--- src/logic/adc_cfg_regs.vh ---
`ifndef ADC_CFG_REGS_VH
`define ADC_CFG_REGS_VH

// Register byte addresses on the register access port.
`define ADDR_MODE_CTRL 8'h04
`define ADDR_FUNC_SEL 8'h05
`define ADDR_DIR_SEL 8'h07
`define ADDR_DRV_TYPE 8'h09
`define ADDR_OUT_LEVEL 8'h0b
`define ADDR_PIN_LEVEL 8'h0d

// Reset values.
`define RST_MODE_CTRL 8'h00
`define RST_FUNC_SEL 8'h00
`define RST_DIR_SEL 8'h00
`define RST_DRV_TYPE 8'h00
`define RST_OUT_LEVEL 8'h00

// Field positions of the mode control register.
`define ERR_CONT_BIT 7
`define TRIG_MODE_HI 6
`define TRIG_MODE_LO 5
`define OSC_CHOICE_BIT 4
`define CLK_DIV_HI 3
`define CLK_DIV_LO 0

// Trigger mode encodings.
`define TRIG_MANUAL 2'h0
`define TRIG_AUTO 2'h1
`define TRIG_FAST_CMP 2'h2

`endif

--- src/logic/pad_drive_ctrl.v ---
`timescale 1ns/1ps
`default_nettype none

module pad_drive_ctrl
(
  input wire clk,
  input wire arst_n,
  input wire [7:0] gpio_en,
  input wire [7:0] dir_sel,
  input wire [7:0] drv_type,
  input wire [7:0] out_level,
  output reg [7:0] pad_out,
  output reg [7:0] pad_oe
);

  // ==========================================================
  // Per-channel output stage
  genvar i;
  generate
    for (i = 0; i < 8; i = i + 1)
    begin : g_pad
      wire drive_en;
      assign drive_en = gpio_en[i] & dir_sel[i];
      always @(posedge clk or negedge arst_n)
      begin
        if (!arst_n)
        begin
          pad_out[i] <= 1'b0;
          pad_oe[i] <= 1'b0;
        end
        else if (!drive_en)
        begin
          pad_out[i] <= 1'b0;
          pad_oe[i] <= 1'b0;
        end
        else if (drv_type[i])
        begin
          // Push-pull drives both levels.
          pad_out[i] <= out_level[i];
          pad_oe[i] <= 1'b1;
        end
        else
        begin
          // Open-drain only pulls low; a high level relies on an external pull-up.
          pad_out[i] <= 1'b0;
          pad_oe[i] <= ~out_level[i];
        end
      end
    end
  endgenerate

endmodule // pad_drive_ctrl

`default_nettype wire

--- src/logic/adc_mode_pin_config.v ---
// Summary of operation
// - The error-continuation bit takes effect only in autonomous or fast comparison mode.
// - With that bit clear, a checksum error leaves sequencing and pin functions untouched.
// - With that bit set, a checksum error forces all channels analog and halts sequencing.
// - Once the checksum error flag clears, sequencing resumes and pin functions return.
// - The trigger mode field selects host-started, autonomous or fast comparison operation.
// - The oscillator choice bit selects the high-speed (0) or low-power (1) oscillator.
// - The four-bit divider field sets the sampling speed from the chosen oscillator.
// - Each function-select bit makes its channel analog (0) or general-purpose (1).
// - Each direction bit makes its general-purpose pin an input (0) or output (1).
// - Each driver-type bit makes its output open-drain (0) or push-pull (1).
`timescale 1ns/1ps
`default_nettype none
`include "adc_cfg_regs.vh"

module adc_mode_pin_config
(
  input wire clk,
  input wire arst_n,
  input wire sw_reset,
  input wire [7:0] reg_addr,
  input wire reg_wr,
  input wire [7:0] reg_wdata,
  input wire reg_rd,
  output reg [7:0] reg_rdata,
  input wire crc_err_flag,
  input wire [7:0] pad_in,
  output wire [7:0] pad_out,
  output wire [7:0] pad_oe,
  output reg manual_mode,
  output reg auto_mode,
  output reg fast_cmp_mode,
  output reg osc_low_power,
  output reg [3:0] clk_div,
  output reg seq_enable,
  output reg [7:0] analog_sel,
  output reg [7:0] gpio_in_sel
);

  // ==========================================================
  // Register storage
  reg [7:0] mode_ctrl_q;
  reg [7:0] func_sel_q;
  reg [7:0] dir_sel_q;
  reg [7:0] drv_type_q;
  reg [7:0] out_level_q;
  reg [7:0] pad_meta_q;
  reg [7:0] pad_sync_q;
  reg [7:0] rdata_d;
  reg [7:0] gpio_en;
  reg [1:0] trig_mode;
  reg self_running;
  reg err_hold;

  // Decode of a register address, shared by the write and read paths.
  function hit;
    input [7:0] addr;
    input [7:0] target;
    begin
      hit = (addr == target);
    end
  endfunction

  always @(posedge clk or negedge arst_n)
  begin
    if (!arst_n)
    begin
      mode_ctrl_q <= `RST_MODE_CTRL;
      func_sel_q <= `RST_FUNC_SEL;
      dir_sel_q <= `RST_DIR_SEL;
      drv_type_q <= `RST_DRV_TYPE;
      out_level_q <= `RST_OUT_LEVEL;
    end
    else if (sw_reset)
    begin
      mode_ctrl_q <= `RST_MODE_CTRL;
      func_sel_q <= `RST_FUNC_SEL;
      dir_sel_q <= `RST_DIR_SEL;
      drv_type_q <= `RST_DRV_TYPE;
      out_level_q <= `RST_OUT_LEVEL;
    end
    else if (reg_wr)
    begin
      if (hit(reg_addr, `ADDR_MODE_CTRL))
        mode_ctrl_q <= reg_wdata;
      if (hit(reg_addr, `ADDR_FUNC_SEL))
        func_sel_q <= reg_wdata;
      if (hit(reg_addr, `ADDR_DIR_SEL))
        dir_sel_q <= reg_wdata;
      if (hit(reg_addr, `ADDR_DRV_TYPE))
        drv_type_q <= reg_wdata;
      if (hit(reg_addr, `ADDR_OUT_LEVEL))
        out_level_q <= reg_wdata;
    end
  end

  // ==========================================================
  // Pad input synchroniser
  // Pad levels are asynchronous to clk, so two flops precede any reader.
  always @(posedge clk or negedge arst_n)
  begin
    if (!arst_n)
    begin
      pad_meta_q <= 8'h00;
      pad_sync_q <= 8'h00;
    end
    else
    begin
      pad_meta_q <= pad_in;
      pad_sync_q <= pad_meta_q;
    end
  end

  // ==========================================================
  // Read path
  // Unmapped addresses read as zero; data appears one cycle after reg_rd.
  always @*
  begin
    rdata_d = 8'h00;
    if (hit(reg_addr, `ADDR_MODE_CTRL))
      rdata_d = mode_ctrl_q;
    else if (hit(reg_addr, `ADDR_FUNC_SEL))
      rdata_d = func_sel_q;
    else if (hit(reg_addr, `ADDR_DIR_SEL))
      rdata_d = dir_sel_q;
    else if (hit(reg_addr, `ADDR_DRV_TYPE))
      rdata_d = drv_type_q;
    else if (hit(reg_addr, `ADDR_OUT_LEVEL))
      rdata_d = out_level_q;
    else if (hit(reg_addr, `ADDR_PIN_LEVEL))
      rdata_d = pad_sync_q;
  end

  always @(posedge clk or negedge arst_n)
  begin
    if (!arst_n)
      reg_rdata <= 8'h00;
    else if (reg_rd)
      reg_rdata <= rdata_d;
  end

  // ==========================================================
  // Mode decode and checksum-error reaction
  // The hold follows the error flag as a level, so clearing the flag releases
  // sequencing and pins in the very next cycle without any extra handshake.
  always @*
  begin
    trig_mode = mode_ctrl_q[`TRIG_MODE_HI:`TRIG_MODE_LO];
    self_running = (trig_mode == `TRIG_AUTO) || (trig_mode == `TRIG_FAST_CMP);
    err_hold = self_running && mode_ctrl_q[`ERR_CONT_BIT] && crc_err_flag;
    gpio_en = err_hold ? 8'h00 : func_sel_q;
  end

  always @(posedge clk or negedge arst_n)
  begin
    if (!arst_n)
    begin
      manual_mode <= 1'b1;
      auto_mode <= 1'b0;
      fast_cmp_mode <= 1'b0;
      osc_low_power <= 1'b0;
      clk_div <= 4'h0;
      seq_enable <= 1'b0;
      analog_sel <= 8'hff;
      gpio_in_sel <= 8'h00;
    end
    else
    begin
      manual_mode <= (trig_mode == `TRIG_MANUAL);
      auto_mode <= (trig_mode == `TRIG_AUTO);
      fast_cmp_mode <= (trig_mode == `TRIG_FAST_CMP);
      osc_low_power <= mode_ctrl_q[`OSC_CHOICE_BIT];
      clk_div <= mode_ctrl_q[`CLK_DIV_HI:`CLK_DIV_LO];
      seq_enable <= self_running && !err_hold;
      analog_sel <= ~gpio_en;
      gpio_in_sel <= gpio_en & ~dir_sel_q;
    end
  end

  // ==========================================================
  // Output drivers
  pad_drive_ctrl u_pad_drive_ctrl
  (
    .clk(clk),
    .arst_n(arst_n),
    .gpio_en(gpio_en),
    .dir_sel(dir_sel_q),
    .drv_type(drv_type_q),
    .out_level(out_level_q),
    .pad_out(pad_out),
    .pad_oe(pad_oe)
  );

endmodule // adc_mode_pin_config

`default_nettype wire

--- config.mk ---
export PLATFORM = sky130hd
export DESIGN_NAME = adc_mode_pin_config
export DESIGN_NICKNAME = d
export VERILOG_FILES = /design/src/logic/pad_drive_ctrl.v /design/src/logic/adc_mode_pin_config.v
export VERILOG_INCLUDE_DIRS = /design/src /design/src/logic
export SDC_FILE = /design/constraint.sdc
export NUM_CORES = 1
export LEC_CHECK = 0
export ABC_AREA = 1
export BUFFER_PORTS_ARGS = -buffer_cell sky130_fd_sc_hd__buf_2
export CAP_MARGIN = 5
export CORE_MARGIN = 3
export CORE_UTILIZATION = 34
export DETAILED_ROUTE_END_ITERATION = 6
export PLACE_DENSITY_LB_ADDON = 0.15
export SYNTH_ARGS = -nofsm -noshare
export SYNTH_HDL_FRONTEND = slang
export SYNTH_SLANG_ARGS = --single-unit
export TNS_END_PERCENT = 100
--- constraint.sdc ---
create_clock -name clk -period 1.6 [get_ports clk]
set_input_delay 0.08 -clock clk [delete_from_list [all_inputs] [get_ports clk]]
set_output_delay 0.08 -clock clk [all_outputs]
set_load 0.02 [all_outputs]
==> impl_metrics.env, run 1 <==
export IMPL_clkTransAtPathRegs_ns=0.07
export IMPL_synth_seq_cells=105
export IMPL_grt_pass1_vias=3050
export IMPL_max_cap_viol_count=0
export IMPL_reg2reg_slack_ns=0.13
export IMPL_numCtsBuffers=9
export IMPL_first_pass_iters=4
export IMPL_finalWorstPathRequiredPeriod_ns=1.47
export IMPL_critPathRequiredTime_ns=1.86
export IMPL_wl_per_cell_um=15.5
export IMPL_drc=0
export IMPL_die_x_um=116
export IMPL_power_w=0.00558
export IMPL_status="complete, no violations"
export IMPL_gp_congestion=0.807
export IMPL_power_frac_seq_pct=51.6
export IMPL_report_final_slew_viol_count=0
export IMPL_root_buffer="clkbuf_16"
export IMPL_finalSetupViolCount=0
export IMPL_fin_util_pct=44.8
export IMPL_fin_cells=664
export IMPL_rsz0062_at_grt="no"
export IMPL_crit_path_end_kind="flip-flop"
export IMPL_clock_skew_ns=0.00722
export IMPL_ys_types=26
export IMPL_cts_tree="built"
export IMPL_final_setup_tns_ns=0
export IMPL_area_growth_pct=26.6
export IMPL_boundaryPins=79
export IMPL_worst_path_max_fanout=8
export IMPL_drt_iter0_drc=177
export IMPL_portBuffers=78
export IMPL_cts_htree_levels=3
export IMPL_core_rowCount=39
export IMPL_power_density_nw_per_um2=1070
export IMPL_drt_total_wl_um=10300
export IMPL_r2r_end="u_pad_drive_ctrl.pad_oe[6]"
export IMPL_critPathLaunchType="flip-flop"
export IMPL_switching_power_w=0.00132
export IMPL_min_path_type="in -> reg"
export IMPL_syn_inst=405
export IMPL_grt_ovfl_total=0
export IMPL_reg2reg_depth=6
export IMPL_p_clk_share_pct=39.8
export IMPL_grt_max_degree=37
export IMPL_start_util_pct=35.4
export IMPL_whs_path_depth=3
export IMPL_cp_arrival_ns=1.73
export IMPL_hold_viol=0
export IMPL_yosysSeqAreaShare_pct=63.9
export IMPL_die_area_um2=13500
export IMPL_synth_edf_count=0
export IMPL_switching_share_pct=23.6
export IMPL_dp_hpwl_um=7300
export IMPL_dp_cells=637
export IMPL_n_fill_cell=1140
export IMPL_holdWs_ns=0.115
export IMPL_nets=549
export IMPL_vias_per_cell=4.66
export IMPL_fin_crit_sh_pct=91.8
export IMPL_hold_path_end="func_sel_q[7]"
export IMPL_p_int_w=0.00426
export IMPL_clock_latency_ns=0.34
export IMPL_combPwrFrac_pct=8.7
export IMPL_ir_drop_uv=427
export IMPL_r2r_start="mode_ctrl_q[6]"
export IMPL_max_freq_mhz=681
export IMPL_hp_start="reg_wdata[7]"
export IMPL_startpoint="mode_ctrl_q[6]"
export IMPL_num_antenna_cells=0
export IMPL_relSlewSlack_pct=58.6
export IMPL_antenna_found_initial=0
export IMPL_syn_nets=438
export IMPL_crit_type="reg -> reg"
export IMPL_ys_flop_type="dfrtp_1"
export IMPL_cts_num_sinks=105
export IMPL_grt_total_usage_pct=16.5
export IMPL_p_leak_nw=2.64
export IMPL_syn_area_per_cell_um2=10.2
export IMPL_vias=3096
export IMPL_cts_buffer_depth=2
export IMPL_drive_above_1_share_pct=30.1
export IMPL_die_height_um=116
export IMPL_max_slew_worst_pin_slew_ns=0.619
export IMPL_grt_pass1_wl_um=16500
export IMPL_core_area_um2=11700
export IMPL_syn_area_um2=4130
export IMPL_ant_nets=0
export IMPL_yosys_warnings=0
export IMPL_async_reset_ff_share_pct=100
==> how the worst max path moves through the flow <==
stage,end,slack (ns)
floorplan,u_pad_drive_ctrl.pad_oe[6],0.12
global route,u_pad_drive_ctrl.pad_oe[6],0.004
detailed placement,u_pad_drive_ctrl.pad_oe[5],0.09
CTS,u_pad_drive_ctrl.pad_oe[6],0.06
global placement,u_pad_drive_ctrl.pad_oe[6],0.11
finish,u_pad_drive_ctrl.pad_oe[6],0.13
==> logic make-up after synthesis <==
family          Yosys count  synth area share [%]
fa+ha+maj                 3                 0.909
flops                   105                  63.9
buf+inv                  39                  4.03
simple gates            202                  21.7
compound gates           56                  9.51
==> what timing repair did <==
action | CTS | global route
setup buffers | 0 | 1
hold buffers | 10 | 0
setup endpoints to repair | 0 | 1
hold endpoints to repair | 37 | 0
resized for setup | 0 | 1
==> power by group through the flow <==
stage	sequential, W	clock (W)	combinational [W]
after floorplan	0.00296	0	0.000191
final	0.00288	0.00222	0.000483
after global routing	0.00289	0.00240	0.000543
after detailed placement	0.00293	0	0.000473
after CTS	0.00288	0.00228	0.000494
after global placement	0.00293	0	0.000468
==> metal layers <==
layer | vias to the layer above | GRT usage [%] | part of all wire, % | wire, um
li1 | 1528 | - | - | -
met1 | 1482 | 22.4 | 46 | 4750
met2 | 71 | 26.6 | 48 | 4960
met3 | 15 | 2.49 | 3.8 | 396
met4 | 0 | 6.57 | 1.9 | 191
met5 | - | 0 | 0 | 0
==> critical path, stage by stage (launching register included) <==
cell and delay [ns]:
dfrtp_2 0.41, inv_1 0.07, ha_1 0.30, nand3_1 0.14, buf_4 0.19, nand3_1 0.10
a21oi_1 0.17
==> state kept, by name, summed over array words and instances, names as in the netlist, 4 cells and up <==
signal / cells
reg_rdata: 8
u_pad_drive_ctrl.pad_oe: 8
pad_sync_q: 8
analog_sel: 8
u_pad_drive_ctrl.pad_out: 8
dir_sel_q: 8
drv_type_q: 8
mode_ctrl_q: 8
pad_meta_q: 8
clk_div: 4
out_level_q: 8
func_sel_q: 8
gpio_in_sel: 8
==> placed cells by master, fill, tap and decap left out, types with 3 or more instances in the layout <==
master         synthesis  final
nand2_2                7      7
nand3_1               31     31
buf_2                  4     77
clkbuf_1               2      3
dfstp_2                9      9
o21ai_1                7      7
dfrtp_1               96     95
clkbuf_16              0      9
dlygate4sd3_1          0     10
nor2_4                 3      3
ha_1                   3      3
nand2_1              111    111
nand4_1                8      8
buf_4                  0     19
a21oi_1               11     11
nor2_1                37     37
o21ai_0               17     17
inv_1                 29     29
o21ai_2               16     16
==> Yosys cell counts, types with 4 or more instances <==
cell     instances  share of area (%)
inv_1           29                2.6
dfrtp_1         96                 58
o21ai_2         16                3.4
nor2_1          37                3.4
o21ai_1          7               0.85
o21ai_0         17                2.1
a21oi_1         11                1.3
buf_2            4               0.48
nand3_1         31                3.8
nand2_1        111                 10
dfstp_2          9                5.7
nand4_1          8                1.2
nand2_2          7                1.1
==> through the flow <==
step	setup WS [ns]	instance area, um^2
after global routing	0.00389	5230
after detailed placement	0.0879	4820
after CTS	0.0601	5220
after global placement	0.109	4820
after floorplan	0.121	4130
final	0.131	5230
==> area by class of cell <==
type                       count  area (um^2)  area share [%]
multi-input combinational    261         1330            25.3
tap                          143          179            3.42
timing repair buffer         108          668            12.8
clock buffer                  14          264            5.05
inverter                      31          116            2.22
sequential                   105         2640            50.5
clock inverter                 2         37.5           0.718
Power figures use the tool's default switching activity.
==> run 2: changes to the inputs <==
--- a/config.mk
+++ b/config.mk
@@ -9,6 +9,8 @@
 export ABC_AREA = 1
 export BUFFER_PORTS_ARGS = -buffer_cell sky130_fd_sc_hd__buf_2
 export CAP_MARGIN = 5
+export CELL_PAD_IN_SITES_DETAIL_PLACEMENT = 0
+export CELL_PAD_IN_SITES_GLOBAL_PLACEMENT = 1
 export CORE_MARGIN = 3
 export CORE_UTILIZATION = 34
 export DETAILED_ROUTE_END_ITERATION = 6
==> impl_metrics.env, run 2 (synthesis gave the netlist of run 1 again) <==
export IMPL_num_antenna_cells=0
export IMPL_ir_drop_uv=452
export IMPL_min_path_type="in -> reg"
export IMPL_cts_buffer_depth=2
export IMPL_cts_htree_levels=3
export IMPL_cts_resized=0
export IMPL_clock_latency_ns=0.34
export IMPL_ant_nets=0
export IMPL_drive_above_1_share_pct=29.8
export IMPL_antenna_found_initial=0
export IMPL_nets=545
export IMPL_vias=3082
export IMPL_die_height_um=116
export IMPL_cts_num_sinks=105
export IMPL_vias_per_cell=4.67
export IMPL_portBuffers=78
export IMPL_die_x_um=116
export IMPL_fin_cells=660
export IMPL_max_freq_mhz=701
export IMPL_numCtsBuffers=9
export IMPL_max_cap_viol_count=0
export IMPL_critPathRequiredTime_ns=1.85
export IMPL_grt_ovfl_total=0
export IMPL_relSlewSlack_pct=66.5
export IMPL_report_final_slew_viol_count=0
export IMPL_root_buffer="clkbuf_16"
export IMPL_drc=0
export IMPL_fin_area_um2=5240
export IMPL_max_slew_worst_pin_slew_ns=0.502
export IMPL_dp_hpwl_um=7320
export IMPL_die_area_um2=13500
export IMPL_dpl_cell_area_um2=4830
export IMPL_hold_viol=0
export IMPL_crit_type="reg -> reg"
export IMPL_critPathLaunchType="flip-flop"
export IMPL_grt_pass1_wl_um=16300
export IMPL_gp_congestion=0.799
export IMPL_rsz0062_at_grt="no"
export IMPL_finalWorstPathRequiredPeriod_ns=1.43
export IMPL_power_density_nw_per_um2=1070
export IMPL_grt_total_usage_pct=16.1
export IMPL_wl_per_cell_um=15.3
export IMPL_start_util_pct=35.4
export IMPL_crit_path_end_kind="flip-flop"
export IMPL_drt_iter0_drc=121
export IMPL_grt_pass1_vias=3053
export IMPL_post_cts_buffers=0
export IMPL_grt_max_degree=34
export IMPL_n_fill_cell=1135
export IMPL_p_leak_nw=2.65
export IMPL_clkTransAtPathRegs_ns=0.07
export IMPL_status="complete, no violations"
export IMPL_drt_total_wl_um=10100
export IMPL_final_setup_tns_ns=0
export IMPL_layout_common_cells="nand2_1, dfrtp_1, buf_2, nor2_1, nand3_1"
export IMPL_boundaryPins=79
export IMPL_core_rowCount=39
export IMPL_worst_path_max_fanout=16
export IMPL_cp_arrival_ns=1.68
export IMPL_clock_skew_ns=0.00578
export IMPL_first_pass_iters=5
export IMPL_dp_cells=634
export IMPL_area_growth_pct=26.9
export IMPL_fin_crit_sh_pct=89.2
export IMPL_finalSetupViolCount=0
export IMPL_final_common_cell="nand2_1"
export IMPL_core_area_um2=11700
export IMPL_cts_tree="built"
[run 2: final timing paths]
path / from / endpoint / slack [ns] / cells past startpoint
min in group asynchronous: arst_n / fast_cmp_mode / 0.25 / 2
worst min register to register: pad_meta_q[7] / pad_sync_q[7] / 0.35 / 0
worst min-delay path: reg_rd / reg_rdata[6] / 0.06 / 3
worst max register to register: mode_ctrl_q[6] / u_pad_drive_ctrl.pad_oe[7] / 0.17 / 6
worst max-delay path: mode_ctrl_q[6] / u_pad_drive_ctrl.pad_oe[7] / 0.17 / 6
max in group asynchronous: arst_n / analog_sel[2] / 0.75 / 3
[run 2: timing repair]
action | 4_1_cts | 5_1_grt
hold buffers | 10 | 0
endpoints found under the hold margin | 36 | 0
setup endpoints to repair | 0 | 0
[run 2: final cells by class]
cell class                      instances  area [um^2]  area share (%)
Clock inverter                          4         51.3           0.979
Timing Repair Buffer                  104          676            12.9
Clock buffer                           12          256            4.89
Inverter                               31          116            2.22
Tap cell                              143          179            3.41
Sequential cell                       105         2640            50.3
Multi-Input combinational cell        261         1330            25.3
[run 2: worst max-delay path, cell delays in order, from the launching register on]
cell,delay [ns]
dfrtp_1,0.41
inv_1,0.08
ha_1,0.28
nand3_1,0.13
buf_12,0.16
nand3_1,0.11
a21oi_1,0.17
[run 2: layer usage]
metal  global-route usage [%]  share of wire, %  wire, um
met2                     24.7                46      4610
met3                     3.78               4.8       488
met1                     22.9                48      4880
met5                        0                 0         0
met4                     4.72               1.2       120
[run 2: power by group]
group / leakage (nW) / switching, W / internal (W)
Sequential: 1.36 / 0.0000847 / 0.00279
Clock: 0.149 / 0.000954 / 0.00130
Combinational: 1.14 / 0.000316 / 0.000172
[run 2: metrics by stage]
stage                     total power [W]  utilization [%]  setup WS (ns)  hold WS (ns)
after global routing              0.00586             45.0         0.0354        0.0690
after detailed placement          0.00341             41.5          0.156        0.0796
after floorplan                   0.00315                -          0.121        -0.216
after global placement            0.00340             41.5          0.180        0.0879
final                             0.00562             45.0          0.173        0.0589
after CTS                         0.00568             45.0          0.138        0.0487
==> run 3: changes to the inputs <==
--- a/config.mk
+++ b/config.mk
@@ -11,10 +11,10 @@
 export CAP_MARGIN = 5
 export CELL_PAD_IN_SITES_DETAIL_PLACEMENT = 0
 export CELL_PAD_IN_SITES_GLOBAL_PLACEMENT = 1
-export CORE_MARGIN = 3
 export CORE_UTILIZATION = 34
 export DETAILED_ROUTE_END_ITERATION = 6
 export PLACE_DENSITY_LB_ADDON = 0.15
+export REMOVE_ABC_BUFFERS = 1
 export SYNTH_ARGS = -nofsm -noshare
 export SYNTH_HDL_FRONTEND = slang
 export SYNTH_SLANG_ARGS = --single-unit
==> impl_metrics.env, run 3 (synthesis gave the netlist of run 1 again) <==
export IMPL_cpMaxStageDelayCell="dfrtp_1"
export IMPL_grt_pass1_vias=3141
export IMPL_ir_drop_uv=703
export IMPL_met2_usage_pct=27.9
export IMPL_drt_total_wl_um=10300
export IMPL_multi_input_area_um2=1330
export IMPL_report_final_slew_viol_count=0
export IMPL_area_growth_pct=25.5
export IMPL_die_x_um=112
export IMPL_status="finished with violations"
export IMPL_crit_chain="inv_1 -> ha_1 -> nand3_1 -> buf_6 -> nand3_1 -> a21oi_1"
export IMPL_drive_above_1_share_pct=29.7
export IMPL_cts_tree="built"
export IMPL_die_height_um=112
export IMPL_vias=3135
export IMPL_relSlewSlack_pct=45.6
export IMPL_core_area_um2=11600
export IMPL_grtUsageMet3_pct=5.08
export IMPL_finalSetupViolCount=0
export IMPL_fin_crit_sh_pct=91.0
export IMPL_rsz0062_at_grt="no"
export IMPL_final_common_cell="nand2_1"
export IMPL_core_rowCount=39
export IMPL_busiest_layer="met2"
export IMPL_crit_buf_inv=2
export IMPL_finalWorstPathRequiredPeriod_ns=1.46
export IMPL_n_fill_cell=1144
export IMPL_cp_arrival_ns=1.71
export IMPL_violations="design-rule violations"
export IMPL_p_leak_nw=2.63
export IMPL_crit_path_end_kind="flip-flop"
export IMPL_worst_path_max_fanout=10
export IMPL_cts_num_sinks=105
export IMPL_drt_iter0_drc=125
export IMPL_dp_hpwl_um=7090
export IMPL_cts_buffer_depth=2
export IMPL_grt_total_usage_pct=17.7
export IMPL_grt_ovfl_total=0
export IMPL_nets=547
export IMPL_cpPeakStageDelay_ns=0.41
export IMPL_clock_latency_ns=0.35
export IMPL_root_buffer="clkbuf_16"
export IMPL_power_w=0.00540
export IMPL_crit_family="flip-flops"
export IMPL_crit_top_cell="nand3_1"
export IMPL_regArea_um2=2640
export IMPL_critPathLaunchType="flip-flop"
export IMPL_clkTransAtPathRegs_ns=0.07
export IMPL_critPathRequiredTime_ns=1.86
export IMPL_wl_per_cell_um=15.5
export IMPL_vias_per_cell=4.74
export IMPL_ant_nets=0
export IMPL_cts_htree_levels=3
export IMPL_num_antenna_cells=0
export IMPL_boundaryPins=79
export IMPL_first_pass_iters=7
export IMPL_layout_common_cells="nand2_1, dfrtp_1, buf_2, nor2_1, nand3_1"
export IMPL_crit_type="reg -> reg"
export IMPL_die_area_um2=12600
export IMPL_fin_util_pct=44.6
export IMPL_grt_pass1_wl_um=16700
export IMPL_grt_max_degree=38
export IMPL_min_path_type="in -> reg"
export IMPL_max_cap_viol_count=0
export IMPL_antenna_found_initial=0
export IMPL_max_freq_mhz=687
export IMPL_met1_usage_pct=23.8
export IMPL_numCtsBuffers=9
export IMPL_clock_skew_ns=0.00971
export IMPL_max_slew_worst_pin_slew_ns=0.813
export IMPL_hold_viol=0
export IMPL_power_density_nw_per_um2=1040
export IMPL_start_util_pct=35.6
export IMPL_gp_congestion=0.813
export IMPL_post_cts_buffers=0
export IMPL_final_setup_tns_ns=0
export IMPL_portBuffers=78
export IMPL_drc=4
## run 3: cell count changes in the layout (fill, tap and decap cells not counted)
cell / change
buf_4: +4
buf_12: -3
clkbuf_1: +2
buf_6: +1
bufinv_16: -1
clkbuf_8: -1
clkinv_2: +1
inv_6: -1
## run 3: what timing repair did
item,in CTS,in global routing
setup endpoints to repair,0,1
hold buffers,10,0
hold endpoints to repair,37,0
resized for setup,0,1
## run 3: metrics by stage
stage / hold WS (ns) / setup WS (ns) / instance area, um^2 / cells
after floorplan: -0.216 / 0.238 / 4080 / 397
after global placement: 0.0672 / 0.109 / 4810 / 636
after detailed placement: 0.0745 / 0.106 / 4810 / 636
after CTS: 0.0983 / 0.0950 / 5180 / 662
after global routing: 0.0966 / 0.0330 / 5180 / 662
final: 0.107 / 0.145 / 5180 / 662
## run 3: path summary, 6_finish.rpt
path / from / to / slack, ns / cells past startpoint
min in group asynchronous: arst_n / reg_rdata[1] / 0.23 / 2
min: reg_wdata[7] / dir_sel_q[7] / 0.11 / 3
max reg2reg: mode_ctrl_q[5] / u_pad_drive_ctrl.pad_oe[2] / 0.14 / 6
max in group asynchronous: arst_n / analog_sel[2] / 0.74 / 3
max: mode_ctrl_q[5] / u_pad_drive_ctrl.pad_oe[2] / 0.14 / 6
min reg2reg: pad_meta_q[7] / pad_sync_q[7] / 0.35 / 0
## run 3: worst min-delay path: cells and delay by family
kind,cells,cell delay [ns]
and+or+nand+nor,1,0.15
AOI/OAI and AO/OA,1,0.08
buffers and inverters,1,0.10
## run 3: power by group
part,leakage [nW],internal [W],switching (W)
Clock,0.130,0.00110,0.000947
Combinational,1.14,0.000168,0.000315
Sequential,1.36,0.00279,0.0000846
## run 3: cell type report
type                       instances  area share (%)
sequential                       105            50.9
multi-input combinational        261            25.6
timing repair buffer             106            12.7
clock buffer                      13            4.83
tap                              143            3.45
inverter                          31            2.24
clock inverter                     3           0.338
## run 3: metal layers
| layer | routed length [um] | vias to the layer above | part of all wire (%) |
|---|---|---|---|
| met5 | 0 | - | 0 |
| met2 | 4710 | 87 | 46 |
| li1 | - | 1528 | - |
| met3 | 595 | 9 | 5.8 |
| met1 | 4850 | 1511 | 47 |
| met4 | 121 | 0 | 1.2 |
